### src/logic/slpm_consts.svh
// Purpose: Constants for the sleep and power manager
// Assumes: Included by its bare name
// Notes: Bit positions refer to the core control and clock gate registers
`ifndef SLPM_CONSTS_SVH
`define SLPM_CONSTS_SVH
`define SLPM_MODE_IDLE 2'h0
`define SLPM_MODE_NOISE 2'h1
`define SLPM_MODE_PDOWN 2'h2
`define SLPM_MODE_RSVD 2'h3
`define SLPM_CCR_BROWNOUT_SLEEP_OFF_BIT 7
`define SLPM_CCR_PERMIT_BIT 5
`define SLPM_CCR_MODE_HI 4
`define SLPM_CCR_MODE_LO 3
`define SLPM_CCR_UNLOCK_BIT 2
`define SLPM_CCR_RESET 8'h00
`define SLPM_PCG_RESET 4'h0
`define SLPM_PCG_TIM1_BIT 3
`define SLPM_PCG_TIM0_BIT 2
`define SLPM_PCG_SER_BIT 1
`define SLPM_PCG_CONV_BIT 0
`define SLPM_WAKE_HALT_CYC 16'h0004
`define SLPM_UNLOCK_WIN_CYC 3'h4
`define SLPM_BROWNOUT_SLEEP_OFF_DELAY_CYC 3'h3
`define SLPM_BROWNOUT_SLEEP_OFF_HOLD_CYC 3'h3
`endif

### src/logic/slpm_pkg.sv
// Purpose: Types for the sleep and power manager
// Assumes: Constants live in slpm_consts.svh
// Notes: Types only
package slpm_pkg;
  typedef struct packed {
    logic core;
    logic flash;
    logic io;
    logic conv;
    logic pck;
  } slpm_clk_en_t;
  typedef struct packed {
    logic ext0;
    logic pin_change;
    logic store_ready;
    logic serial_start;
    logic conv_done;
    logic other_io;
    logic watchdog_irq;
    logic ext_rst;
    logic wdt_rst;
    logic bod_rst;
  } slpm_wake_t;
  typedef enum logic [2:0] {
    SLPM_ACTIVE = 3'b001,
    SLPM_SLEEP = 3'b010,
    SLPM_WAKE = 3'b100
  } slpm_state_t;
endpackage

### src/logic/slpm_top.sv
// Purpose: Sleep modes, clock domain gating, wake-up and brown-out control
// Assumes: Wake inputs are enabled requests on the system clock
// Notes: Core state is kept by gating clocks only
`include "slpm_consts.svh"
`timescale 1ns/10ps
`default_nettype none
module slpm_top (
  input wire logic ref_clk_in,
  input wire logic rstn_in,
  input wire logic sleep_instr_in,
  input wire logic ccr_wr_in,
  input wire logic [7:0] ccr_wdata_in,
  output logic [7:0] ccr_rdata_out,
  input wire logic pcg_wr_in,
  input wire logic [7:0] pcg_wdata_in,
  output logic [7:0] pcg_rdata_out,
  input wire slpm_pkg::slpm_wake_t wake_in,
  input wire logic ext0_level_mode_in,
  input wire logic conv_enabled_in,
  input wire logic conv_begun_in,
  input wire logic bod_fuse_enabled_in,
  input wire logic [15:0] osc_startup_cyc_in,
  input wire logic [15:0] reset_delay_cyc_in,
  input wire logic [5:0] wake_pin_mask_in,
  output slpm_pkg::slpm_clk_en_t clk_en_out,
  output logic osc_enable_out,
  output logic core_halt_out,
  output logic irq_resume_out,
  output logic reset_restart_out,
  output logic conv_start_out,
  output logic conv_extended_out,
  output logic comparator_off_out,
  output logic bod_enable_out,
  output logic [5:0] input_buf_en_out,
  output logic [3:0] periph_clk_en_out,
  output logic [3:0] periph_access_block_out
);
  import slpm_pkg::*;
  logic [1:0] rst_sync_ff;
  logic rstn;
  slpm_state_t state_ff, nxt_state;
  logic permit_ff;
  logic [1:0] mode_ff;
  logic [1:0] slept_mode_ff;
  logic [2:0] unlock_cnt_ff;
  logic [2:0] brownout_sleep_off_cnt_ff;
  logic brownout_sleep_off_active;
  logic [3:0] pcg_ff;
  logic bod_off_ff;
  logic bod_was_off_ff;
  logic wake_by_rst_ff;
  logic [15:0] wake_cnt_ff;
  logic conv_en_prev_ff;
  logic ext_conv_ff;
  logic enter_sleep;
  logic wake_hit;
  logic rst_hit;
  logic ext0_ok;
  logic [1:0] wr_mode;
  // Reset release through two flops
  always_ff @(posedge ref_clk_in or negedge rstn_in) begin
    if (!rstn_in) begin
      rst_sync_ff <= 2'h0;
    end else begin
      rst_sync_ff <= {rst_sync_ff[0], 1'b1};
    end
  end
  assign rstn = rst_sync_ff[1];

  assign wr_mode = ccr_wdata_in[`SLPM_CCR_MODE_HI:`SLPM_CCR_MODE_LO];
  // Reserved mode and missing permit make sleep a no-operation
  assign enter_sleep = (state_ff == SLPM_ACTIVE) && sleep_instr_in && permit_ff &&
                       (mode_ff != `SLPM_MODE_RSVD);
  // Wake source qualification per slept mode
  assign rst_hit = wake_in.ext_rst | wake_in.wdt_rst | wake_in.bod_rst;
  assign ext0_ok = wake_in.ext0 & ext0_level_mode_in;
  always_comb begin
    wake_hit = 1'b0;
    unique case (slept_mode_ff)
      `SLPM_MODE_IDLE: wake_hit = (|wake_in);
      `SLPM_MODE_NOISE: wake_hit = rst_hit | ext0_ok | wake_in.pin_change |
        wake_in.store_ready | wake_in.serial_start | wake_in.conv_done |
        wake_in.watchdog_irq;
      `SLPM_MODE_PDOWN: wake_hit = rst_hit | ext0_ok | wake_in.pin_change |
        wake_in.serial_start | wake_in.watchdog_irq;
      default: wake_hit = 1'b0;
    endcase
  end

  always_comb begin
    nxt_state = state_ff;
    unique case (state_ff)
      SLPM_ACTIVE: if (enter_sleep) nxt_state = SLPM_SLEEP;
      SLPM_SLEEP: if (wake_hit) nxt_state = SLPM_WAKE;
      SLPM_WAKE: if (wake_cnt_ff == 16'h0000) nxt_state = SLPM_ACTIVE;
    endcase
  end

  always_ff @(posedge ref_clk_in or negedge rstn) begin
    if (!rstn) begin
      state_ff <= SLPM_ACTIVE;
    end else begin
      state_ff <= nxt_state;
    end
  end
  // Core control register fields
  always_ff @(posedge ref_clk_in or negedge rstn) begin
    if (!rstn) begin
      permit_ff <= 1'b0;
      mode_ff <= `SLPM_MODE_IDLE;
    end else if (ccr_wr_in) begin
      permit_ff <= ccr_wdata_in[`SLPM_CCR_PERMIT_BIT];
      mode_ff <= wr_mode;
    end
  end
  // Timed unlock of the brown-out sleep-off bit
  always_ff @(posedge ref_clk_in or negedge rstn) begin
    if (!rstn) begin
      unlock_cnt_ff <= 3'h0;
      brownout_sleep_off_cnt_ff <= 3'h0;
    end else begin
      if (ccr_wr_in && ccr_wdata_in[`SLPM_CCR_BROWNOUT_SLEEP_OFF_BIT] &&
          ccr_wdata_in[`SLPM_CCR_UNLOCK_BIT] && unlock_cnt_ff == 3'h0) begin
        unlock_cnt_ff <= `SLPM_UNLOCK_WIN_CYC;
      end else if (ccr_wr_in && unlock_cnt_ff != 3'h0 &&
                   ccr_wdata_in[`SLPM_CCR_BROWNOUT_SLEEP_OFF_BIT] &&
                   !ccr_wdata_in[`SLPM_CCR_UNLOCK_BIT]) begin
        unlock_cnt_ff <= 3'h0;
      end else if (unlock_cnt_ff != 3'h0) begin
        unlock_cnt_ff <= unlock_cnt_ff - 3'h1;
      end
      if (ccr_wr_in && unlock_cnt_ff != 3'h0 && ccr_wdata_in[`SLPM_CCR_BROWNOUT_SLEEP_OFF_BIT] &&
          !ccr_wdata_in[`SLPM_CCR_UNLOCK_BIT]) begin
        brownout_sleep_off_cnt_ff <= `SLPM_BROWNOUT_SLEEP_OFF_DELAY_CYC + `SLPM_BROWNOUT_SLEEP_OFF_HOLD_CYC;
      end else if (brownout_sleep_off_cnt_ff != 3'h0) begin
        brownout_sleep_off_cnt_ff <= brownout_sleep_off_cnt_ff - 3'h1;
      end
    end
  end
  assign brownout_sleep_off_active = (brownout_sleep_off_cnt_ff != 3'h0) && (brownout_sleep_off_cnt_ff <= `SLPM_BROWNOUT_SLEEP_OFF_HOLD_CYC);
  // Mode latch, brown-out off in sleep, wake reason
  always_ff @(posedge ref_clk_in or negedge rstn) begin
    if (!rstn) begin
      slept_mode_ff <= `SLPM_MODE_IDLE;
      bod_off_ff <= 1'b0;
      bod_was_off_ff <= 1'b0;
      wake_by_rst_ff <= 1'b0;
    end else begin
      if (enter_sleep) begin
        slept_mode_ff <= mode_ff;
        bod_off_ff <= brownout_sleep_off_active && (mode_ff == `SLPM_MODE_PDOWN);
        bod_was_off_ff <= brownout_sleep_off_active && (mode_ff == `SLPM_MODE_PDOWN);
      end else if (state_ff == SLPM_SLEEP && wake_hit) begin
        bod_off_ff <= 1'b0;
        wake_by_rst_ff <= rst_hit;
      end
    end
  end
  // Wake-up halt counter
  always_ff @(posedge ref_clk_in or negedge rstn) begin
    if (!rstn) begin
      wake_cnt_ff <= 16'h0000;
    end else if (state_ff == SLPM_SLEEP && wake_hit) begin
      if (bod_was_off_ff) begin
        wake_cnt_ff <= reset_delay_cyc_in;
      end else if (slept_mode_ff == `SLPM_MODE_PDOWN) begin
        wake_cnt_ff <= osc_startup_cyc_in + `SLPM_WAKE_HALT_CYC;
      end else begin
        wake_cnt_ff <= `SLPM_WAKE_HALT_CYC;
      end
    end else if (wake_cnt_ff != 16'h0000) begin
      wake_cnt_ff <= wake_cnt_ff - 16'h0001;
    end
  end
  // Domain clocks; gating keeps all state intact
  always_ff @(posedge ref_clk_in or negedge rstn) begin
    if (!rstn) begin
      clk_en_out <= 5'h1f;
      osc_enable_out <= 1'b1;
      core_halt_out <= 1'b0;
      comparator_off_out <= 1'b0;
      input_buf_en_out <= 6'h3f;
    end else begin
      core_halt_out <= (nxt_state != SLPM_ACTIVE);
      clk_en_out.core <= (nxt_state == SLPM_ACTIVE);
      clk_en_out.flash <= (nxt_state == SLPM_ACTIVE);
      if (nxt_state == SLPM_SLEEP) begin
        unique case (state_ff == SLPM_ACTIVE ? mode_ff : slept_mode_ff)
          `SLPM_MODE_IDLE: begin
            clk_en_out.io <= 1'b1;
            clk_en_out.conv <= 1'b1;
            clk_en_out.pck <= 1'b1;
            osc_enable_out <= 1'b1;
          end
          `SLPM_MODE_NOISE: begin
            clk_en_out.io <= 1'b0;
            clk_en_out.conv <= 1'b1;
            clk_en_out.pck <= 1'b0;
            osc_enable_out <= 1'b1;
          end
          default: begin
            clk_en_out.io <= 1'b0;
            clk_en_out.conv <= 1'b0;
            clk_en_out.pck <= 1'b0;
            osc_enable_out <= 1'b0;
          end
        endcase
        comparator_off_out <= (state_ff == SLPM_ACTIVE ? mode_ff : slept_mode_ff) ==
                              `SLPM_MODE_PDOWN;
      end else begin
        clk_en_out.io <= 1'b1;
        clk_en_out.conv <= 1'b1;
        clk_en_out.pck <= 1'b1;
        osc_enable_out <= 1'b1;
        comparator_off_out <= 1'b0;
      end
      input_buf_en_out <= (nxt_state == SLPM_SLEEP &&
        (state_ff == SLPM_ACTIVE ? mode_ff : slept_mode_ff) == `SLPM_MODE_PDOWN) ?
        wake_pin_mask_in : 6'h3f;
    end
  end
  assign bod_enable_out = bod_fuse_enabled_in & ~bod_off_ff;
  // Resume and restart pulses
  always_ff @(posedge ref_clk_in or negedge rstn) begin
    if (!rstn) begin
      irq_resume_out <= 1'b0;
      reset_restart_out <= 1'b0;
      conv_start_out <= 1'b0;
    end else begin
      irq_resume_out <= (state_ff == SLPM_WAKE) && (wake_cnt_ff == 16'h0000) &&
                        !wake_by_rst_ff;
      reset_restart_out <= (state_ff == SLPM_WAKE) && (wake_cnt_ff == 16'h0000) &&
                           wake_by_rst_ff;
      conv_start_out <= enter_sleep && conv_enabled_in &&
                        (mode_ff != `SLPM_MODE_PDOWN);
    end
  end
  // Extended first conversion after converter off and on
  always_ff @(posedge ref_clk_in or negedge rstn) begin
    if (!rstn) begin
      conv_en_prev_ff <= 1'b0;
      ext_conv_ff <= 1'b1;
    end else begin
      conv_en_prev_ff <= conv_enabled_in;
      if (conv_en_prev_ff && !conv_enabled_in) begin
        ext_conv_ff <= 1'b1;
      end else if (conv_begun_in) begin
        ext_conv_ff <= 1'b0;
      end
    end
  end
  assign conv_extended_out = ext_conv_ff;
  // Peripheral clock gate register
  always_ff @(posedge ref_clk_in or negedge rstn) begin
    if (!rstn) begin
      pcg_ff <= `SLPM_PCG_RESET;
    end else if (pcg_wr_in) begin
      pcg_ff <= pcg_wdata_in[3:0];
    end
  end
  genvar gi;
  generate
    for (gi = 0; gi < 4; gi = gi + 1) begin : g_pcg
      // Timer1, timer0 and serial on io clock; converter on its own
      if (gi == `SLPM_PCG_CONV_BIT) begin : g_conv
        assign periph_clk_en_out[gi] = ~pcg_ff[gi] & clk_en_out.conv;
      end else begin : g_io
        assign periph_clk_en_out[gi] = ~pcg_ff[gi] & clk_en_out.io;
      end
      assign periph_access_block_out[gi] = pcg_ff[gi];
    end
  endgenerate

  assign pcg_rdata_out = {4'h0, pcg_ff};
  assign ccr_rdata_out = {brownout_sleep_off_active, 1'b0, permit_ff, mode_ff, unlock_cnt_ff != 3'h0, 2'h0};
endmodule
`default_nettype wire

### config.mk
export PLATFORM = sky130hd
export DESIGN_NAME = slpm_top
export DESIGN_NICKNAME = d
export VERILOG_FILES = /design/src/logic/slpm_pkg.sv /design/src/logic/slpm_top.sv
export VERILOG_INCLUDE_DIRS = /design/src /design/src/logic
export SDC_FILE = /design/constraint.sdc
export NUM_CORES = 1
export LEC_CHECK = 0
export ABC_AREA = 1
export ABC_CLOCK_PERIOD_IN_PS = 4800
export BUFFER_PORTS_ARGS = -buffer_cell sky130_fd_sc_hd__buf_2
export CAP_MARGIN = 20
export CORE_MARGIN = 3
export CORE_UTILIZATION = 35
export CTS_BUF_LIST = sky130_fd_sc_hd__clkbuf_4 sky130_fd_sc_hd__clkbuf_8
export CTS_CLUSTER_SIZE = 10
export DETAILED_ROUTE_END_ITERATION = 10
export SLEW_MARGIN = 0
export SYNTH_ARGS = -nofsm -noshare
export SYNTH_HDL_FRONTEND = slang
export SYNTH_SLANG_ARGS = --single-unit
### constraint.sdc
create_clock -name ref_clk_in -period 4.8 [get_ports ref_clk_in]
set_input_delay 0.48 -clock ref_clk_in [delete_from_list [all_inputs] [get_ports ref_clk_in]]
set_output_delay 0.48 -clock ref_clk_in [all_outputs]
set_load 0.05 [all_outputs]
==> impl_metrics.env <==
export IMPL_cts_root_buf="clkbuf_8"
export IMPL_reg2reg_setup_slack_ns=2.57
export IMPL_worstSetupEndpointType="output pin"
export IMPL_ir_worst_vdd_mv=0.1310
export IMPL_drive_gt1_frac=0.2741
export IMPL_area_delta_synth_final_pct=19.37
export IMPL_yosys_warnings=0
export IMPL_fin_nets=622
export IMPL_total_power_mw=1.166
export IMPL_slew_headroom=0.4508
export IMPL_syn_area_per_cell_um2=7.622
export IMPL_syn_inst=445
export IMPL_clk_pin_slew_ns=0.11
export IMPL_r2r_start="slept_mode_ff[0]"
export IMPL_fmax_mhz=443.2
export IMPL_cts_buffers=5
export IMPL_yosysSeqAreaShare=0.4098
export IMPL_cp_start_kind="flip-flop"
export IMPL_grt_start_max_net_pins=50
export IMPL_cts_buffer_depth=2
export IMPL_endpoint="ccr_rdata_out[7]"
export IMPL_setup_tns_ns=0
export IMPL_syn_area_mm2=0.003392
export IMPL_port_buffer_count=101
export IMPL_drv_cap=0
export IMPL_clock_latency_ns=0.32
export IMPL_yosysTopAreaCell="dfrtp_1"
export IMPL_initial_utilization=0.3636
export IMPL_cts_resized=0
export IMPL_tightest_slew_ns=0.8208
export IMPL_cts_sinks=55
export IMPL_diodes=0
export IMPL_grt_first_pass_wirelength_mm=13.58
export IMPL_antenna_found_initial=0
export IMPL_critical_path_max_fanout=3
export IMPL_die_w_um=104.4
export IMPL_drc=0
export IMPL_period_share=0.4701
export IMPL_synth_async_reset_ratio=1.000
export IMPL_power_leakage_nw=2.085
export IMPL_grt_overflow=0
export IMPL_hold_violations=0
export IMPL_setup_viol=0
export IMPL_power_density_mw_per_mm2=287.9
export IMPL_rr_worst_depth=10
export IMPL_arrival_ns=1.78
export IMPL_r2r_end="wake_cnt_ff[5]"
export IMPL_rsz0062_at_grt="no"
export IMPL_hpwl_mm=6.472
export IMPL_grt_pass1_vias=3031
export IMPL_groute_usage_overall=0.1488
export IMPL_ant_nets=0
export IMPL_synthFlopType="dfrtp_1"
export IMPL_skew_ns=0.007712
export IMPL_drt_pass1_iterations=4
export IMPL_io_pins=116
export IMPL_vias=3042
export IMPL_setup_worst_path_start="brownout_sleep_off_cnt_ff[0]"
export IMPL_synth_seq_cells=55
export IMPL_gp_congestion=0.8968
export IMPL_die_area_mm2=0.01091
export IMPL_slew_violations=0
export IMPL_coreArea_mm2=0.009328
export IMPL_yosysTopAreaCellShare=0.3246
export IMPL_wirelength_mm=8.125
export IMPL_crit_type="flip-flop to output pin"
export IMPL_cts_tree="yes"
export IMPL_outcome="finished, final reports clean"
export IMPL_min_delay_path_class="flip-flop to asynchronous set/reset pin"
export IMPL_wl_per_cell_um=12.14
export IMPL_rows=35
export IMPL_die_h_um=104.4
export IMPL_final_min_clock_period_ns=2.256
export IMPL_synth_edff_count=0
export IMPL_required_ns=4.32
export IMPL_drt_iter0_markers=118
export IMPL_via_per_inst=4.547
export IMPL_netlist_top_cells_area="dfrtp_1 (32%), nand2_1 (11%), dfstp_2 (8.5%), inv_1 (6.8%), nor2_1 (6.3%)"
export IMPL_cts_htree_levels=2
export IMPL_yosysUniqueCellTypes=41
==> flip-flops by register name, indices dropped and copies added, names as in the netlist, 2 cells and up <==
signal	flops
slept_mode_ff	2
input_buf_en_out	6
brownout_sleep_off_cnt_ff	3
rst_sync_ff	2
unlock_cnt_ff	3
mode_ff	2
wake_cnt_ff	16
state_ff	3
periph_access_block_out	4
clk_en_out	3
==> cell usage after synthesis, types with 2 or more instances <==
| cell | count |
|---|---|
| dfrtp_1 | 44 |
| nand2_2 | 3 |
| conb_1 | 2 |
| xor2_1 | 6 |
| o21ai_0 | 32 |
| inv_1 | 61 |
| buf_6 | 2 |
| buf_4 | 18 |
| mux2_2 | 5 |
| ha_1 | 10 |
| inv_2 | 3 |
| nor2_1 | 57 |
| nand4_1 | 5 |
| nor2_4 | 4 |
| nand2_4 | 2 |
| nand3_1 | 30 |
| dfstp_2 | 11 |
| xnor2_1 | 4 |
| a21oi_1 | 18 |
| nor2_2 | 3 |
| a31oi_1 | 2 |
| a22o_1 | 2 |
| nand2_1 | 98 |
| nor3_1 | 6 |
==> critical path, stage by stage, from the launching register on <==
cell,delay [ns]
dfrtp_1,0.39
inv_1,0.09
ha_1,0.21
or2_2,0.30
a21oi_1,0.16
buf_2,0.30
==> cells by family after synthesis <==
family / Yosys count / share of synthesized area
other: 2 / 0.002214
multiplexers: 5 / 0.01660
buffers and inverters: 86 / 0.1199
AO/OA/AOI/OAI: 63 / 0.1033
XOR/XNOR: 10 / 0.02582
AND/OR/NAND/NOR: 214 / 0.2855
flip-flops: 55 / 0.4098
adder cells (fa/ha/maj): 10 / 0.03689
==> worst min-delay path by stage <==
stage | startpoint | endpoint | slack (ns) | cells after the start
6_report | rst_sync_ff[1] | periph_access_block_out[2] | 0.07 | 0
5_1_grt | rst_sync_ff[1] | periph_access_block_out[2] | 0.09 | 0
4_1_cts | rst_sync_ff[1] | periph_access_block_out[0] | 0.08 | 0
3_5_place_dp | rst_sync_ff[1] | periph_access_block_out[0] | 0.07 | 0
3_3_place_gp | rst_sync_ff[1] | periph_access_block_out[0] | 0.07 | 0
2_1_floorplan | rstn_in | rst_sync_ff[0] | 0.18 | 0
==> area by class of cell <==
class,instances,area [µm²]
clock buffer,6,76.32
tap,129,161.4
inverter,64,240.2
multi-input combinational,310,1618
clock inverter,2,38.79
fill,995,5279
timing repair buffer,103,523.0
sequential,55,1391
==> layout by cell type (no fill, tap or decap), types with 2 or more instances in the layout <==
| cell | netlist | routed |
|---|---|---|
| nor3_1 | 6 | 6 |
| clkbuf_8 | 0 | 5 |
| buf_2 | 1 | 101 |
| nand2_2 | 3 | 3 |
| xnor2_1 | 4 | 4 |
| inv_2 | 3 | 3 |
| a22o_1 | 2 | 2 |
| nand3_1 | 30 | 30 |
| a31oi_1 | 2 | 2 |
| conb_1 | 2 | 8 |
| nand2_1 | 98 | 98 |
| xor2_1 | 6 | 6 |
| nor2_1 | 57 | 57 |
| dfstp_2 | 11 | 11 |
| nor2_2 | 3 | 3 |
| o21ai_0 | 32 | 32 |
| a21oi_1 | 18 | 18 |
| nand2_4 | 2 | 2 |
| nor2_4 | 4 | 4 |
| inv_1 | 61 | 61 |
| dfrtp_1 | 44 | 43 |
| ha_1 | 10 | 10 |
| mux2_2 | 5 | 5 |
| nand4_1 | 5 | 5 |
==> report_power, final <==
part / total [mW] / switching [mW] / internal (mW)
clock network: 0.324 / 0.160 / 0.164
logic: 0.321 / 0.219 / 0.102
registers: 0.521 / 0.0209 / 0.500
==> per-layer routing <==
| metal | track usage | vias up | part of all wire |
|---|---|---|---|
| met5 | 0 | - | 0 |
| met3 | 0.02483 | 11 | 0.045 |
| met4 | 0.03989 | 0 | 0.017 |
| met1 | 0.1943 | 1391 | 0.46 |
| met2 | 0.2546 | 66 | 0.48 |
| li1 | - | 1574 | - |
==> per-stage QoR <==
stage                 util  std cells  hold WS, ns  worst slack, ns  instance area [µm²]
global route        0.4341        669      0.08595            2.258                 4049
detailed placement  0.4207        660      0.06694            2.585                 3924
CTS                 0.4341        669      0.07799            2.531                 4049
global placement    0.4207        660      0.06518            2.587                 3924
finish              0.4341        669      0.07153            2.544                 4049
floorplan                -        451       0.1844            2.876                 3415
==> what timing repair did <==
action	in CTS	in global routing
hold buffers	1	0
endpoints found under the hold margin	2	0
setup buffers	0	0
Power figures use the tool's default switching activity.
